<file path="config.mk">
export PLATFORM = sky130hd
export DESIGN_NAME = p9_port
export DESIGN_NICKNAME = d
export VERILOG_FILES = /design/src/design/p9_pkg.sv /design/src/design/p9_reg_if.sv /design/src/design/p9_port.sv /design/src/design/p9_pin_mux.sv
export SDC_FILE = /design/constraint.sdc
export NUM_CORES = 1
export LEC_CHECK = 0
export ABC_AREA = 1
export BUFFER_PORTS_ARGS = -buffer_cell sky130_fd_sc_hd__buf_2
export CORE_MARGIN = 2
export CORE_UTILIZATION = 35
export DETAILED_ROUTE_END_ITERATION = 8
export PLACE_DENSITY = 0.62
export SETUP_SLACK_MARGIN = 0.15
export SLEW_MARGIN = 15
export SYNTH_ARGS = -nofsm -noshare
export SYNTH_HDL_FRONTEND = slang
export SYNTH_SLANG_ARGS = --single-unit
export TNS_END_PERCENT = 100
</file>
<file path="constraint.sdc">
create_clock -name clock -period 1 [get_ports clock]
set_input_delay 0.1 -clock clock [delete_from_list [all_inputs] [get_ports clock]]
set_output_delay 0.1 -clock clock [all_outputs]
set_load 0.02 [all_outputs]
</file>
<file path="src/design/p9_pkg.sv">
// Package with register map, field positions and reset values of the port 9 block
package p9_pkg;
    localparam int WIDTH = 8;
    // APB byte addresses
    localparam logic [11:0] ADDR_LATCH = 12'h000;
    localparam logic [11:0] ADDR_DIR = 12'h004;
    localparam logic [11:0] ADDR_FUNC = 12'h008;
    localparam logic [11:0] ADDR_EXTRA = 12'h00C;
    localparam logic [11:0] ADDR_TIMER = 12'h010;
    localparam logic [11:0] ADDR_PINS = 12'h014;
    // Reset values and the fixed direction read value
    localparam logic [7:0] LATCH_RESET = 8'h00;
    localparam logic [7:0] DIR_RESET = 8'h00;
    localparam logic [7:0] FUNC_RESET = 8'h00;
    localparam logic [7:0] DIR_READ_VALUE = 8'hFF;
    localparam logic EXTRA_RESET = 1'b0;
    localparam logic TIMER_RESET = 1'b0;
    localparam logic [31:0] RDATA_IDLE = 32'h0000_0000;
    // Function select field positions
    localparam int SEL_COUNT_DIR = 7;
    localparam int SEL_SERIAL2_OUT = 6;
    localparam int SEL_SERIAL2_IN = 5;
    // Extra select and timer control positions
    localparam int EXTRA_CS = 0;
    localparam int TIMER_EXT_DIR = 0;
    // Pin numbers of the special pins
    localparam int PIN_COUNT_DIR = 7;
    localparam int PIN_SERIAL2_OUT = 6;
    localparam int PIN_SERIAL2_IN = 5;
endpackage

</file>
<file path="src/design/p9_reg_if.sv">
// Interface carrying register values from the register file to the pin mux
`timescale 1ns/1ns
interface p9_reg_if;
    logic [7:0] latch;
    logic [7:0] dir;
    logic [7:0] func;
    logic cs_sel;
    logic ext_dir_en;
    modport regs (output latch, dir, func, cs_sel, ext_dir_en);
    modport mux (input latch, dir, func, cs_sel, ext_dir_en);
endinterface

</file>
<file path="src/design/p9_port.sv">
// Port 9 data latch, APB register file and pin selection top
`timescale 1ns/1ns
module p9_port (
    input wire logic clock,
    input wire logic sys_rst,
    input wire logic psel,
    input wire logic penable,
    input wire logic pwrite,
    input wire logic [11:0] paddr,
    input wire logic [31:0] pwdata,
    output logic [31:0] prdata,
    output logic pready,
    output logic pslverr,
    input wire logic [7:0] pin_in,
    output logic [7:0] pin_out,
    output logic [7:0] pin_oe,
    input wire logic serial2_out,
    input wire logic chip_sel_out,
    output logic serial2_in,
    output logic count_down
);
    p9_reg_if regs ();

    // ------------------------------------------------------------
    // Register map
    // ------------------------------------------------------------
    // 0x000 output latch; a read gives the port view, the same as 0x014
    // 0x004 direction bits; write-only, reads as all ones
    // 0x008 function select; bits 7 to 5 hand pins 7 to 5 to peripherals
    // 0x00C extra select; bit 0 turns pin 5 into the chip-select output
    // 0x010 timer direction enable; bit 0 lets pin 7 steer the count
    // 0x014 port view; read-only, writes are dropped
    // Any other offset answers with an error, stores nothing and reads zero
    // Only bits 7 to 0 of a word are used; upper write bits are ignored
    // No wait states: a write lands at the edge that ends the access phase,
    // and read data are captured at the end of the setup phase so that
    // they stand still for the whole access phase

    // ------------------------------------------------------------
    // Register file
    // ------------------------------------------------------------
    logic [7:0] port9_output_latch;
    logic [7:0] port9_direction_bits;
    logic [7:0] port9_function_select;
    logic port_mode_extra_select;
    logic timer_ext_direction_enable;
    logic [7:0] read_value;
    logic wr_en;
    logic setup_phase;
    logic hit_latch;
    logic hit_dir;
    logic hit_func;
    logic hit_extra;
    logic hit_timer;
    logic hit_pins;
    logic mapped;
    logic wr_latch;
    logic wr_dir;
    logic wr_func;
    logic wr_extra;
    logic wr_timer;
    logic view_sel;
    logic [31:0] extra_word;
    logic [31:0] timer_word;
    logic [31:0] next_prdata;

    // Offset compare, shared by every register select wire
    function automatic logic addr_hit(input logic [11:0] addr, input logic [11:0] offset);
        addr_hit = (addr == offset);
    endfunction

    // ------------------------------------------------------------
    // Bus decode
    // ------------------------------------------------------------
    // Access strobes; writes are taken in the access phase only
    assign wr_en = psel & penable & pwrite;
    assign setup_phase = psel & ~penable;
    assign pready = 1'b1; // No wait states
    // Register select
    assign hit_latch = addr_hit(paddr, p9_pkg::ADDR_LATCH);
    assign hit_dir = addr_hit(paddr, p9_pkg::ADDR_DIR);
    assign hit_func = addr_hit(paddr, p9_pkg::ADDR_FUNC);
    assign hit_extra = addr_hit(paddr, p9_pkg::ADDR_EXTRA);
    assign hit_timer = addr_hit(paddr, p9_pkg::ADDR_TIMER);
    assign hit_pins = addr_hit(paddr, p9_pkg::ADDR_PINS);
    assign mapped = hit_latch | hit_dir | hit_func | hit_extra | hit_timer | hit_pins;
    // Unmapped access flags an error in the access phase
    assign pslverr = psel & penable & ~mapped;
    // Write strobes, one per register
    assign wr_latch = wr_en & hit_latch;
    assign wr_dir = wr_en & hit_dir;
    assign wr_func = wr_en & hit_func;
    assign wr_extra = wr_en & hit_extra;
    assign wr_timer = wr_en & hit_timer;

    // ------------------------------------------------------------
    // Storage
    // ------------------------------------------------------------
    // Latch write lands at the write edge
    always_ff @(posedge clock or posedge sys_rst) begin
        if (sys_rst) begin
            port9_output_latch <= p9_pkg::LATCH_RESET;
        end else if (wr_latch) begin
            port9_output_latch <= pwdata[7:0];
        end
    end

    // Direction bits; 1 makes a general pin an output
    always_ff @(posedge clock or posedge sys_rst) begin
        if (sys_rst) begin
            port9_direction_bits <= p9_pkg::DIR_RESET;
        end else if (wr_dir) begin
            port9_direction_bits <= pwdata[7:0];
        end
    end

    // Function select; only bits 7 to 5 steer pins, the rest are kept
    always_ff @(posedge clock or posedge sys_rst) begin
        if (sys_rst) begin
            port9_function_select <= p9_pkg::FUNC_RESET;
        end else if (wr_func) begin
            port9_function_select <= pwdata[7:0];
        end
    end

    // Chip-select mode for pin 5
    always_ff @(posedge clock or posedge sys_rst) begin
        if (sys_rst) begin
            port_mode_extra_select <= p9_pkg::EXTRA_RESET;
        end else if (wr_extra) begin
            port_mode_extra_select <= pwdata[p9_pkg::EXTRA_CS];
        end
    end

    // Timer direction enable for pin 7
    always_ff @(posedge clock or posedge sys_rst) begin
        if (sys_rst) begin
            timer_ext_direction_enable <= p9_pkg::TIMER_RESET;
        end else if (wr_timer) begin
            timer_ext_direction_enable <= pwdata[p9_pkg::TIMER_EXT_DIR];
        end
    end

    // ------------------------------------------------------------
    // Read path
    // ------------------------------------------------------------
    // Single-bit registers placed at their field position in a read word
    assign extra_word = 32'(port_mode_extra_select) << p9_pkg::EXTRA_CS;
    assign timer_word = 32'(timer_ext_direction_enable) << p9_pkg::TIMER_EXT_DIR;
    // Latch and port offsets both give the port view
    assign view_sel = hit_pins | hit_latch;

    // Read selection; the direction register is write-only and reads as all ones
    always_comb begin
        next_prdata = p9_pkg::RDATA_IDLE;
        if (view_sel) begin
            next_prdata[7:0] = read_value;
        end else if (hit_dir) begin
            next_prdata[7:0] = p9_pkg::DIR_READ_VALUE;
        end else if (hit_func) begin
            next_prdata[7:0] = port9_function_select;
        end else if (hit_extra) begin
            next_prdata = extra_word;
        end else if (hit_timer) begin
            next_prdata = timer_word;
        end
    end

    // Read data register: loaded in the setup phase, held through the
    // access phase and cleared when the bus goes idle
    always_ff @(posedge clock or posedge sys_rst) begin
        if (sys_rst) begin
            prdata <= p9_pkg::RDATA_IDLE;
        end else if (setup_phase) begin
            prdata <= pwrite ? p9_pkg::RDATA_IDLE : next_prdata;
        end else if (!psel) begin
            prdata <= p9_pkg::RDATA_IDLE;
        end
    end

    // ------------------------------------------------------------
    // Pin selection
    // ------------------------------------------------------------
    // Pin 7: select 0 gives general I/O by its direction bit,
    //        select 1 the count-direction input whatever the direction bit
    // Pin 6: select 0 gives general I/O by its direction bit,
    //        select 1 drives serial output 2 whatever the direction bit
    // Pin 5: select 0 gives general I/O by its direction bit; with select 1
    //        the chip-select bit picks serial input 2 (0) or chip-select out (1)
    // Pins 4 to 0 always follow their direction and latch bits
    // The port view still reads through the direction bits while a
    // peripheral owns a pin, so software sees latch or pin level there
    // A peripheral input pin left floating in power-down draws current:
    // the board must hold it, or software must hand it back first
    // Register values out to the pin mux
    assign regs.latch = port9_output_latch;
    assign regs.dir = port9_direction_bits;
    assign regs.func = port9_function_select;
    assign regs.cs_sel = port_mode_extra_select;
    assign regs.ext_dir_en = timer_ext_direction_enable;

    // Pin multiplexer and read-back path
    p9_pin_mux u_mux (
        .regs(regs.mux),
        .pin_in(pin_in),
        .serial2_out(serial2_out),
        .chip_sel_out(chip_sel_out),
        .pin_out(pin_out),
        .pin_oe(pin_oe),
        .read_value(read_value),
        .serial2_in(serial2_in),
        .count_down(count_down)
    );
endmodule

</file>
<file path="src/design/p9_pin_mux.sv">
// Pin multiplexer and read-back path for port 9
`timescale 1ns/1ns
module p9_pin_mux (
    p9_reg_if.mux regs,
    input wire logic [7:0] pin_in,
    input wire logic serial2_out,
    input wire logic chip_sel_out,
    output logic [7:0] pin_out,
    output logic [7:0] pin_oe,
    output logic [7:0] read_value,
    output logic serial2_in,
    output logic count_down
);
    logic count_direction_select;
    logic serial2_output_select;
    logic serial2_input_select;
    logic [7:0] gp_use;
    assign count_direction_select = regs.func[p9_pkg::SEL_COUNT_DIR];
    assign serial2_output_select = regs.func[p9_pkg::SEL_SERIAL2_OUT];
    assign serial2_input_select = regs.func[p9_pkg::SEL_SERIAL2_IN];

    // Pins stay general purpose unless their select bit claims them
    always_comb begin
        gp_use = 8'hFF;
        gp_use[p9_pkg::PIN_COUNT_DIR] = ~count_direction_select;
        gp_use[p9_pkg::PIN_SERIAL2_OUT] = ~serial2_output_select;
        gp_use[p9_pkg::PIN_SERIAL2_IN] = ~serial2_input_select;
    end

    // Drivers: direction and latch only count for general pins
    always_comb begin
        pin_out = regs.latch;
        pin_oe = regs.dir & gp_use;
        if (serial2_output_select) begin
            pin_out[p9_pkg::PIN_SERIAL2_OUT] = serial2_out;
            pin_oe[p9_pkg::PIN_SERIAL2_OUT] = 1'b1;
        end
        if (serial2_input_select) begin
            pin_out[p9_pkg::PIN_SERIAL2_IN] = chip_sel_out;
            pin_oe[p9_pkg::PIN_SERIAL2_IN] = regs.cs_sel;
        end
    end

    // Read: latch where direction is 1, pin level where 0
    assign read_value = (regs.latch & regs.dir) | (pin_in & ~regs.dir);
    // Serial input only when selected and not chip select
    assign serial2_in = serial2_input_select & ~regs.cs_sel
        & pin_in[p9_pkg::PIN_SERIAL2_IN];
    // High on the count-direction pin counts down
    assign count_down = count_direction_select & regs.ext_dir_en
        & pin_in[p9_pkg::PIN_COUNT_DIR];
endmodule

</file>
==> results_dict.tcl, run 1 <==
set metrics [dict create \
    status "finished with violations" \
    violations "negative setup slack" \
    die_x_um 81.7 \
    finalCoreUtilization_pct 60.6 \
    period_share_pct 119 \
    antenna_found_initial 0 \
    drtPass1Iterations 4 \
    place_inst 410 \
    layout_setup_ws_ps -191 \
    critPathCaptureType "output port" \
    ff2ff_path_depth 7 \
    die_h_um 81.7 \
    clk_latency_ps 280 \
    ir_worst_vdd_uv 482 \
    syn-instance-count 274 \
    clock.fmax_ghz 0.840 \
    io-pin-count 111 \
    cp_slowest_cell "dfrtp_2" \
    diodes 0 \
    max-cap-violations 0 \
    cp.buffers_inverters 1 \
    start_kind "flip-flop" \
    grt_overflow 0 \
    grt_pass1_wl_um 9220 \
    holdCritStartpoint "pwdata[2]" \
    period_needed_ps 1190 \
    wl_per_cell_um 13.6 \
    vias 2114 \
    layout-area-overhead-vs-synth_pct 68.9 \
    layout_commonest_cell "buf_6" \
    r2r-start "port9_function_select[6]" \
    drtIter0Drc 159 \
    path_class "flip-flop to output port" \
    setup_violations 19 \
    drive_gt1_share_pct 57.8 \
    grt_pass1_vias 1940 \
    htree_num_levels 2 \
    worst_clock_skew_ps 6.28 \
    leakagePower_nw 1.86 \
    crit_required_ps 900 \
    r2r_slack_ps -130 \
    cts_buffers 5 \
    synth_area_leader_cell "dfrtp_1" \
    cp_max_fo 3 \
    route.detailed.drc 0 \
    ys_seq_area_share_pct 40.3 \
    postRouteAntennaNets 0 \
    slew_violations 0 \
    timing.hold.ws_ps 35.0 \
    synthesis.area_um2 2110 \
    vias_per_cell 4.61 \
    die_area_um2 6670 \
    instances_no_fill 459 \
    r2r_end "prdata[6]" \
    rows 28 \
    finalHoldViolCount 0 \
    grt_usage_pct 18.3 \
    start_util_pct 35.9 \
    path_delay_family "flip-flops" \
    min_to "port9_output_latch[2]" \
    synth-seq-cells 34 \
    routed_wl_um 6250 \
    clockBufferDepth 2 \
    fin_nets 442 \
    yosysWarnings 0 \
    coreArea_um2 5890 \
    cp.arrival_ps 1090 \
    grt_max_degree 35 \
    layout_common_cells "50 x buf_6, 48 x nand2_1, 34 x buf_4, 30 x dfrtp_1, 28 x buf_2" \
    n_fill_cell 490 \
    rsz0062_at_grt "yes" \
    cellPowerDensity_nw_per_um2 808 \
    tritoncts "yes" \
    clockRootBuffer "clkbuf_8" \
    slowest_delay_ps 440 \
    netlist.area_leader.share_pct 40.3 \
    synthTopCellsByArea "dfrtp_1 40%, buf_4 14%, nand2_1 13%" \
    portBuffers 61 \
    cts.sinks 34 \
    synth.distinct_cells 26 \
    min_path_cells 3 \
    hold_path_class "primary input to flip-flop" \
    clk_pin_slew_ps 70 \
    place.gp.congestion 0.863 \
    worstPathCellList "or2_4, buf_6" \
    syn_avg_cell_area_um2 7.70 \
    dp_hpwl_um 3760 \
]
## routing by layer
metal	track usage, %	up-vias	part of all wire [%]
li1	-	1040	-
met1	24.3	975	43
met2	30.5	81	49
met3	3.74	18	5.8
met4	5.00	0	2.8
met5	0	-	0
## worst register-to-register path, delay by kind of cell, from the launching register on
kind	cells	cell delay (ps)
AND/OR/NAND/NOR	4	230
buffers and inverters	3	360
flip-flops	1	440
## power by group
| part | total (mW) | switching, mW | internal [mW] | leakage [nW] |
|---|---|---|---|---|
| Clock | 1.07 | 0.511 | 0.556 | 0.0482 |
| Combinational | 0.436 | 0.285 | 0.151 | 1.39 |
| Sequential | 1.38 | 0.00179 | 1.38 | 0.422 |
| Total | 2.88 | 0.798 | 2.08 | 1.86 |
## area by class of cell
class	count	area (µm²)	share of cell area (%)
Tap cell	75	93.8	2.63
Multi-Input combinational cell	195	1330	37.3
Inverter	29	114	3.19
Timing Repair Buffer	118	1080	30.3
Clock buffer	7	86.3	2.42
Clock inverter	1	5.00	0.140
Sequential cell	34	856	24.0
## cell usage after synthesis (all sizes together)
master and instances:
nand2 78, buf 40, o21ai 35, dfrtp 34
inv 28, nor2 16, nand3 15, a21oi 10
nand4 8, nor3 3, and3 2, conb 2
clkinv 1, nand3b 1, or2 1
## registers in the layout (all words and copies together) (netlist names)
| name | flops |
|---|---|
| port9_output_latch | 8 |
| port9_function_select | 8 |
| prdata | 8 |
| regs.ext_dir_en | 1 |
| port9_direction_bits | 8 |
| port_mode_extra_select | 1 |
## how the worst max path moves through the flow
stage / cells after the start / from / end / slack [ps]
final: 2 / port9_function_select[6] / pin_oe[6] / -190
after global routing: 4 / port9_function_select[6] / pin_out[6] / -230
after CTS: 4 / port9_function_select[6] / pin_out[6] / -200
after detailed placement: 8 / paddr[0] / pslverr / -210
after global placement: 9 / paddr[9] / pslverr / -170
after floorplan: 7 / paddr[9] / port9_output_latch[5] / -70
## cells by family after synthesis
logic type,synth area share [%]
AO/OA/AOI/OAI,12.4
buffers and inverters,19.4
flip-flops,40.3
other,0.356
AND/OR/NAND/NOR,27.4
## metrics by stage
| step | TNS [ps] | total power, mW | cell area, µm² | setup WS, ps |
|---|---|---|---|---|
| after global placement | -4110 | 1.74 | 2540 | -174 |
| after detailed placement | -4630 | 1.75 | 2540 | -206 |
| after CTS | -1260 | 2.87 | 3280 | -202 |
| final | -1810 | 2.88 | 3560 | -191 |
| after global routing | -3030 | 3.00 | 3560 | -228 |
| after floorplan | -632 | 1.68 | 2290 | -69.0 |
## timing repair
action	in CTS	in global routing
cloned	3	1
pin swaps	37	40
resized for setup	132	54
setup endpoints to repair	44	60
hold buffers	1	0
setup buffers	27	9
endpoints found under the hold margin	34	0
Note: power is estimated with default switching activity, not from simulation.
==> inputs of run 2 (changes only) <==
--- a/config.mk
+++ b/config.mk
@@ -10,10 +10,10 @@
 export CORE_MARGIN = 2
 export CORE_UTILIZATION = 35
 export DETAILED_ROUTE_END_ITERATION = 8
-export PLACE_DENSITY = 0.62
 export SETUP_SLACK_MARGIN = 0.15
+export SKIP_LAST_GASP = 1
 export SLEW_MARGIN = 15
 export SYNTH_ARGS = -nofsm -noshare
 export SYNTH_HDL_FRONTEND = slang
 export SYNTH_SLANG_ARGS = --single-unit
-export TNS_END_PERCENT = 100
+export TNS_END_PERCENT = 50
==> run 2 against run 1 <==
  * The flow still finishes with violations (negative setup slack)
  * Global-route usage shrank 1.1 points
  * Clock skew grew 4.1 ps
  * Sequential share of layout area grew 1.7 points
  * Setup slack gained 9.0 ps
  * Highest routed layer unchanged
  * Critical path type unchanged
==> results_dict.tcl, run 2 (synthesis gave the netlist of run 1 again) <==
set metrics [dict create \
    leakagePower_nw 1.75 \
    crit_required_ps 900 \
    postRouteAntennaNets 0 \
    grt_max_degree 35 \
    cp.arrival_ps 1080 \
    layout_setup_ws_ps -182 \
    worst_clock_skew_ps 10.4 \
    max-cap-violations 0 \
    vias 2078 \
    min_path_cells 3 \
    clk_pin_slew_ps 80 \
    r2r_end "prdata[5]" \
    start_util_pct 35.9 \
    cp_max_fo 4 \
    die_h_um 81.7 \
    ff2ff_path_depth 6 \
    grt_pass1_vias 1939 \
    cts_buffers 5 \
    slowest_delay_ps 420 \
    hold_path_class "primary input to flip-flop" \
    wl_per_cell_um 12.9 \
    drtIter0Drc 124 \
    place.gp.congestion 0.876 \
    period_needed_ps 1180 \
    ir_worst_vdd_uv 775 \
    clockBufferDepth 2 \
    route.detailed.drc 0 \
    path_delay_family "flip-flops" \
    rsz0062_at_grt "yes" \
    die_x_um 81.7 \
    rows 28 \
    diodes 0 \
    clock.fmax_ghz 0.846 \
    timing.hold.ws_ps 32.9 \
    fin_nets 429 \
    die_area_um2 6670 \
    violations "negative setup slack" \
    cp_slowest_cell "dfrtp_1" \
    fin_total_pwr_mw 2.88 \
    tritoncts "yes" \
    antenna_found_initial 0 \
    clockRootBuffer "clkbuf_8" \
    layout-area-overhead-vs-synth_pct 57.3 \
    r2r_slack_ps -100 \
    drive_gt1_share_pct 51.8 \
    dp_hpwl_um 3710 \
    coreArea_um2 5890 \
    n_fill_cell 545 \
    grt_usage_pct 17.2 \
    start_kind "flip-flop" \
    period_share_pct 118 \
    r2r-start "port9_function_select[5]" \
    slew_violations 0 \
    worstPathCellList "or2_4, buf_6" \
    vias_per_cell 4.66 \
    holdCritStartpoint "pwdata[6]" \
    htree_num_levels 2 \
    grt_overflow 0 \
    setup_violations 10 \
    routed_wl_um 5750 \
    drtPass1Iterations 4 \
    clk_latency_ps 290 \
    layout_common_cells "60 x nand2_1, 39 x buf_6, 32 x buf_4, 32 x dfrtp_1, 28 x buf_2" \
    crit_cells 2 \
    cts.sinks 34 \
    critPathCaptureType "output port" \
    grt_pass1_wl_um 8740 \
    min_to "port9_output_latch[6]" \
    cellPowerDensity_nw_per_um2 867 \
    io-pin-count 111 \
    portBuffers 61 \
    layout_commonest_cell "nand2_1" \
    cp.buffers_inverters 1 \
    status "finished with violations" \
    finalHoldViolCount 0 \
    path_class "flip-flop to output port" \
]
==> run 2: cell types whose count changed in the layout (fill, tap and decap cells not counted), moves of 3 or more <==
cell     previous run  this run
o21ai_2            19        22
inv_2               8         5
nand2_1            48        60
nand2_4            15        12
buf_6              50        39
o21ai_0             1         4
o21ai_1            13         9
inv_1              18        21
nand2_2            15         6
==> run 2: final cells by class <==
cell class              count  area, µm²  area share (%)
clock inverters             2       12.5           0.377
clock buffers               6       82.6            2.49
well taps                  75       93.8            2.83
flip-flops and latches     34        853            25.7
repair buffers            106        950            28.6
inverters                  29        116            3.51
multi-input cells         194       1210            36.5
==> run 2: layer usage <==
metal	routed length [µm]	vias up	track usage (%)	part of all wire, %
met5	0	-	0	0
met4	107	0	6.33	1.9
met3	294	11	3.63	5.1
met2	2930	77	29.3	51
met1	2420	974	21.4	42
li1	-	1016	-	-
==> run 2: report_power, final <==
group / total (mW) / switching [mW] / internal [mW]
Combinational: 0.429 / 0.270 / 0.159
Clock: 1.07 / 0.517 / 0.553
Sequential: 1.38 / 0.00159 / 1.38
==> run 2: stage by stage <==
step / worst slack, ps / setup TNS [ps] / cells / utilization, % / cell area [µm²]
after global routing: -218 / -2020 / 446 / 56.4 / 3320
after global placement: -242 / -6080 / 414 / 43.4 / 2550
after floorplan: -69.0 / -1310 / 297 / - / 2250
final: -182 / -1280 / 446 / 56.4 / 3320
after detailed placement: -248 / -6400 / 414 / 43.4 / 2550
after CTS: -179 / -1090 / 441 / 52.1 / 3070
==> run 2: how the worst max path moves through the flow <==
stage	startpoint	end
5_1_grt	port9_function_select[6]	pin_oe[6]
3_3_place_gp	paddr[0]	prdata[0]
6_report	port9_function_select[6]	pin_oe[6]
3_5_place_dp	paddr[7]	pslverr
4_1_cts	port9_function_select[6]	pin_oe[6]
2_1_floorplan	paddr[9]	port9_output_latch[5]
==> run 2: what timing repair did <==
action                     CTS  global route
hold buffers                 1             0
hold endpoints to repair    34             0
resized for setup           87            66
pin swaps                   30            22
setup endpoints to repair   58            60
setup buffers               17             4
cloned                       1             1
==> run 2: tightest hold or removal path, stage by stage <==
cell and delay, ps:
buf_2 80, nand2_1 40, o21ai_1 60
==> inputs of run 3 (changes only) <==
--- a/config.mk
+++ b/config.mk
@@ -10,6 +10,7 @@
 export CORE_MARGIN = 2
 export CORE_UTILIZATION = 35
 export DETAILED_ROUTE_END_ITERATION = 8
+export PLACE_DENSITY_LB_ADDON = 0.15
 export SETUP_SLACK_MARGIN = 0.15
 export SKIP_LAST_GASP = 1
 export SLEW_MARGIN = 15
==> run 3 against run 2 <==
  * Via count decreased by 1.9%
  * The flow still finishes with violations (negative setup slack)
  * Die area unchanged
  * Register-to-register slack about the same
  * Critical endpoint unchanged
  * Count of clock-buffer cells in the layout did not move
  * Largest power group unchanged
  * Largest cell class unchanged
==> results_dict.tcl, run 3 (synthesis gave the netlist of run 1 again) <==
set metrics [dict create \
    status "finished with violations" \
    violations "negative setup slack" \
    tritoncts "yes" \
    crit_end "pin_oe[6]" \
    clock.fmax_ghz 0.841 \
    place.gp.congestion 0.785 \
    grt_pass1_wl_um 8760 \
    cts_buffers 5 \
    timing.hold.ws_ps 31.2 \
    r2r-start "port9_output_latch[6]" \
    layout_common_cells "58 x nand2_1, 39 x buf_6, 38 x buf_2, 31 x dfrtp_1, 28 x buf_4" \
    period_needed_ps 1190 \
    cp.arrival_ps 1090 \
    cellPowerDensity_nw_per_um2 853 \
    die_x_um 81.7 \
    fin_nets 436 \
    placed_cell_area_um2 2570 \
    die_area_um2 6670 \
    finalHoldViolCount 0 \
    drive_gt1_share_pct 53.7 \
    max-cap-violations 0 \
    layout-area-overhead-vs-synth_pct 61.2 \
    p_sw_mw 0.799 \
    setup_violations 22 \
    start_util_pct 35.9 \
    leakagePower_nw 1.79 \
    clock_power_share_pct 36.9 \
    postRouteAntennaNets 0 \
    wl_per_cell_um 12.9 \
    die_h_um 81.7 \
    grt_usage_pct 17.2 \
    rsz0062_at_grt "yes" \
    swShare_pct 27.5 \
    antenna_found_initial 0 \
    pre_cts_slack_ps -232 \
    period_share_pct 119 \
    drtIter0Drc 89 \
    cts.sinks 34 \
    postLayoutCellArea_um2 3400 \
    dp_hpwl_um 3720 \
    grt_max_degree 35 \
    crit_required_ps 900 \
    clockRootBuffer "clkbuf_8" \
    layout_commonest_cell "nand2_1" \
    power.internal_mw 2.10 \
    grt_overflow 0 \
    clk_latency_ps 290 \
    tns_ps -1560 \
    ir_worst_vdd_uv 720 \
    start_kind "flip-flop" \
    worst_clock_skew_ps 8.21 \
    io-pin-count 111 \
    hold_path_class "primary input to flip-flop" \
    pwr-share-comb_pct 15.6 \
    r2r_slack_ps -100 \
    cp_max_fo 4 \
    portBuffers 61 \
    route.detailed.drc 0 \
    slew_violations 0 \
    vias 2038 \
    coreArea_um2 5890 \
    ff2ff_path_depth 8 \
    path_class "flip-flop to output port" \
    routed_wl_um 5860 \
    vias_per_cell 4.50 \
    grt_pass1_vias 1847 \
    critPathCaptureType "output port" \
    layout_setup_ws_ps -189 \
    clockBufferDepth 2 \
    seqPwrFrac_pct 47.5 \
    rows 28 \
    clk_pin_slew_ps 70 \
    htree_num_levels 2 \
    diodes 0 \
    place_inst 416 \
    r2r_end "prdata[6]" \
    crit_start "port9_function_select[6]" \
    drtPass1Iterations 4 \
    instances_no_fill 453 \
]
run 3: cell type report:
cell class              count  area (µm²)
well taps                  75        93.8
repair buffers            113         985
multi-input cells         194        1250
clock inverters             2        12.5
flip-flops and latches     34         855
inverters                  29         121
fillers                   517        2480
clock buffers               6        82.6
run 3: layer usage:
| layer | GRT usage, % | part of all wire, % | up-vias |
|---|---|---|---|
| li1 | - | - | 1021 |
| met5 | 0 | 0 | - |
| met1 | 24.1 | 44 | 936 |
| met2 | 27.5 | 49 | 73 |
| met3 | 3.30 | 5.3 | 8 |
| met4 | 4.50 | 1.3 | 0 |
run 3: how the worst min path moves through the flow:
stage          cells past startpoint                    end       from  slack, ps
4_1_cts                            3  port9_output_latch[1]  pwdata[1]         20
2_1_floorplan                      2  port9_output_latch[0]  pwdata[0]        210
3_3_place_gp                       3              prdata[2]    sys_rst        160
3_5_place_dp                       3              prdata[2]    sys_rst        160
5_1_grt                            3  port9_output_latch[1]  pwdata[1]         30
6_report                           3  port9_output_latch[1]  pwdata[1]         30
run 3: timing repair:
action	CTS	global route
hold buffers	1	0
gates resized for setup	89	66
gates cloned	1	1
endpoints found under the hold margin	34	0
pin swaps	27	30
endpoints found under the setup margin	41	60
buffers inserted	15	11
run 3: power by group through the flow:
stage                     Combinational, mW  Clock (mW)  Sequential, mW
final                                 0.454        1.07            1.38
after global routing                  0.497        1.18            1.38
after CTS                             0.403        1.11            1.38
after detailed placement              0.344           0            1.40
after global placement                0.341           0            1.40
after floorplan                       0.268           0            1.40
run 3: critical path, stage by stage (launching register included):
cell     delay, ps
dfrtp_1        430
or2_4          250
buf_6          130
run 3: through the flow:
step / util (%) / power, mW
2_1_floorplan: - / 1.67
3_3_place_gp: 43.6 / 1.74
3_5_place_dp: 43.6 / 1.75
4_1_cts: 52.2 / 2.89
5_1_grt: 57.8 / 3.06
6_report: 57.8 / 2.90
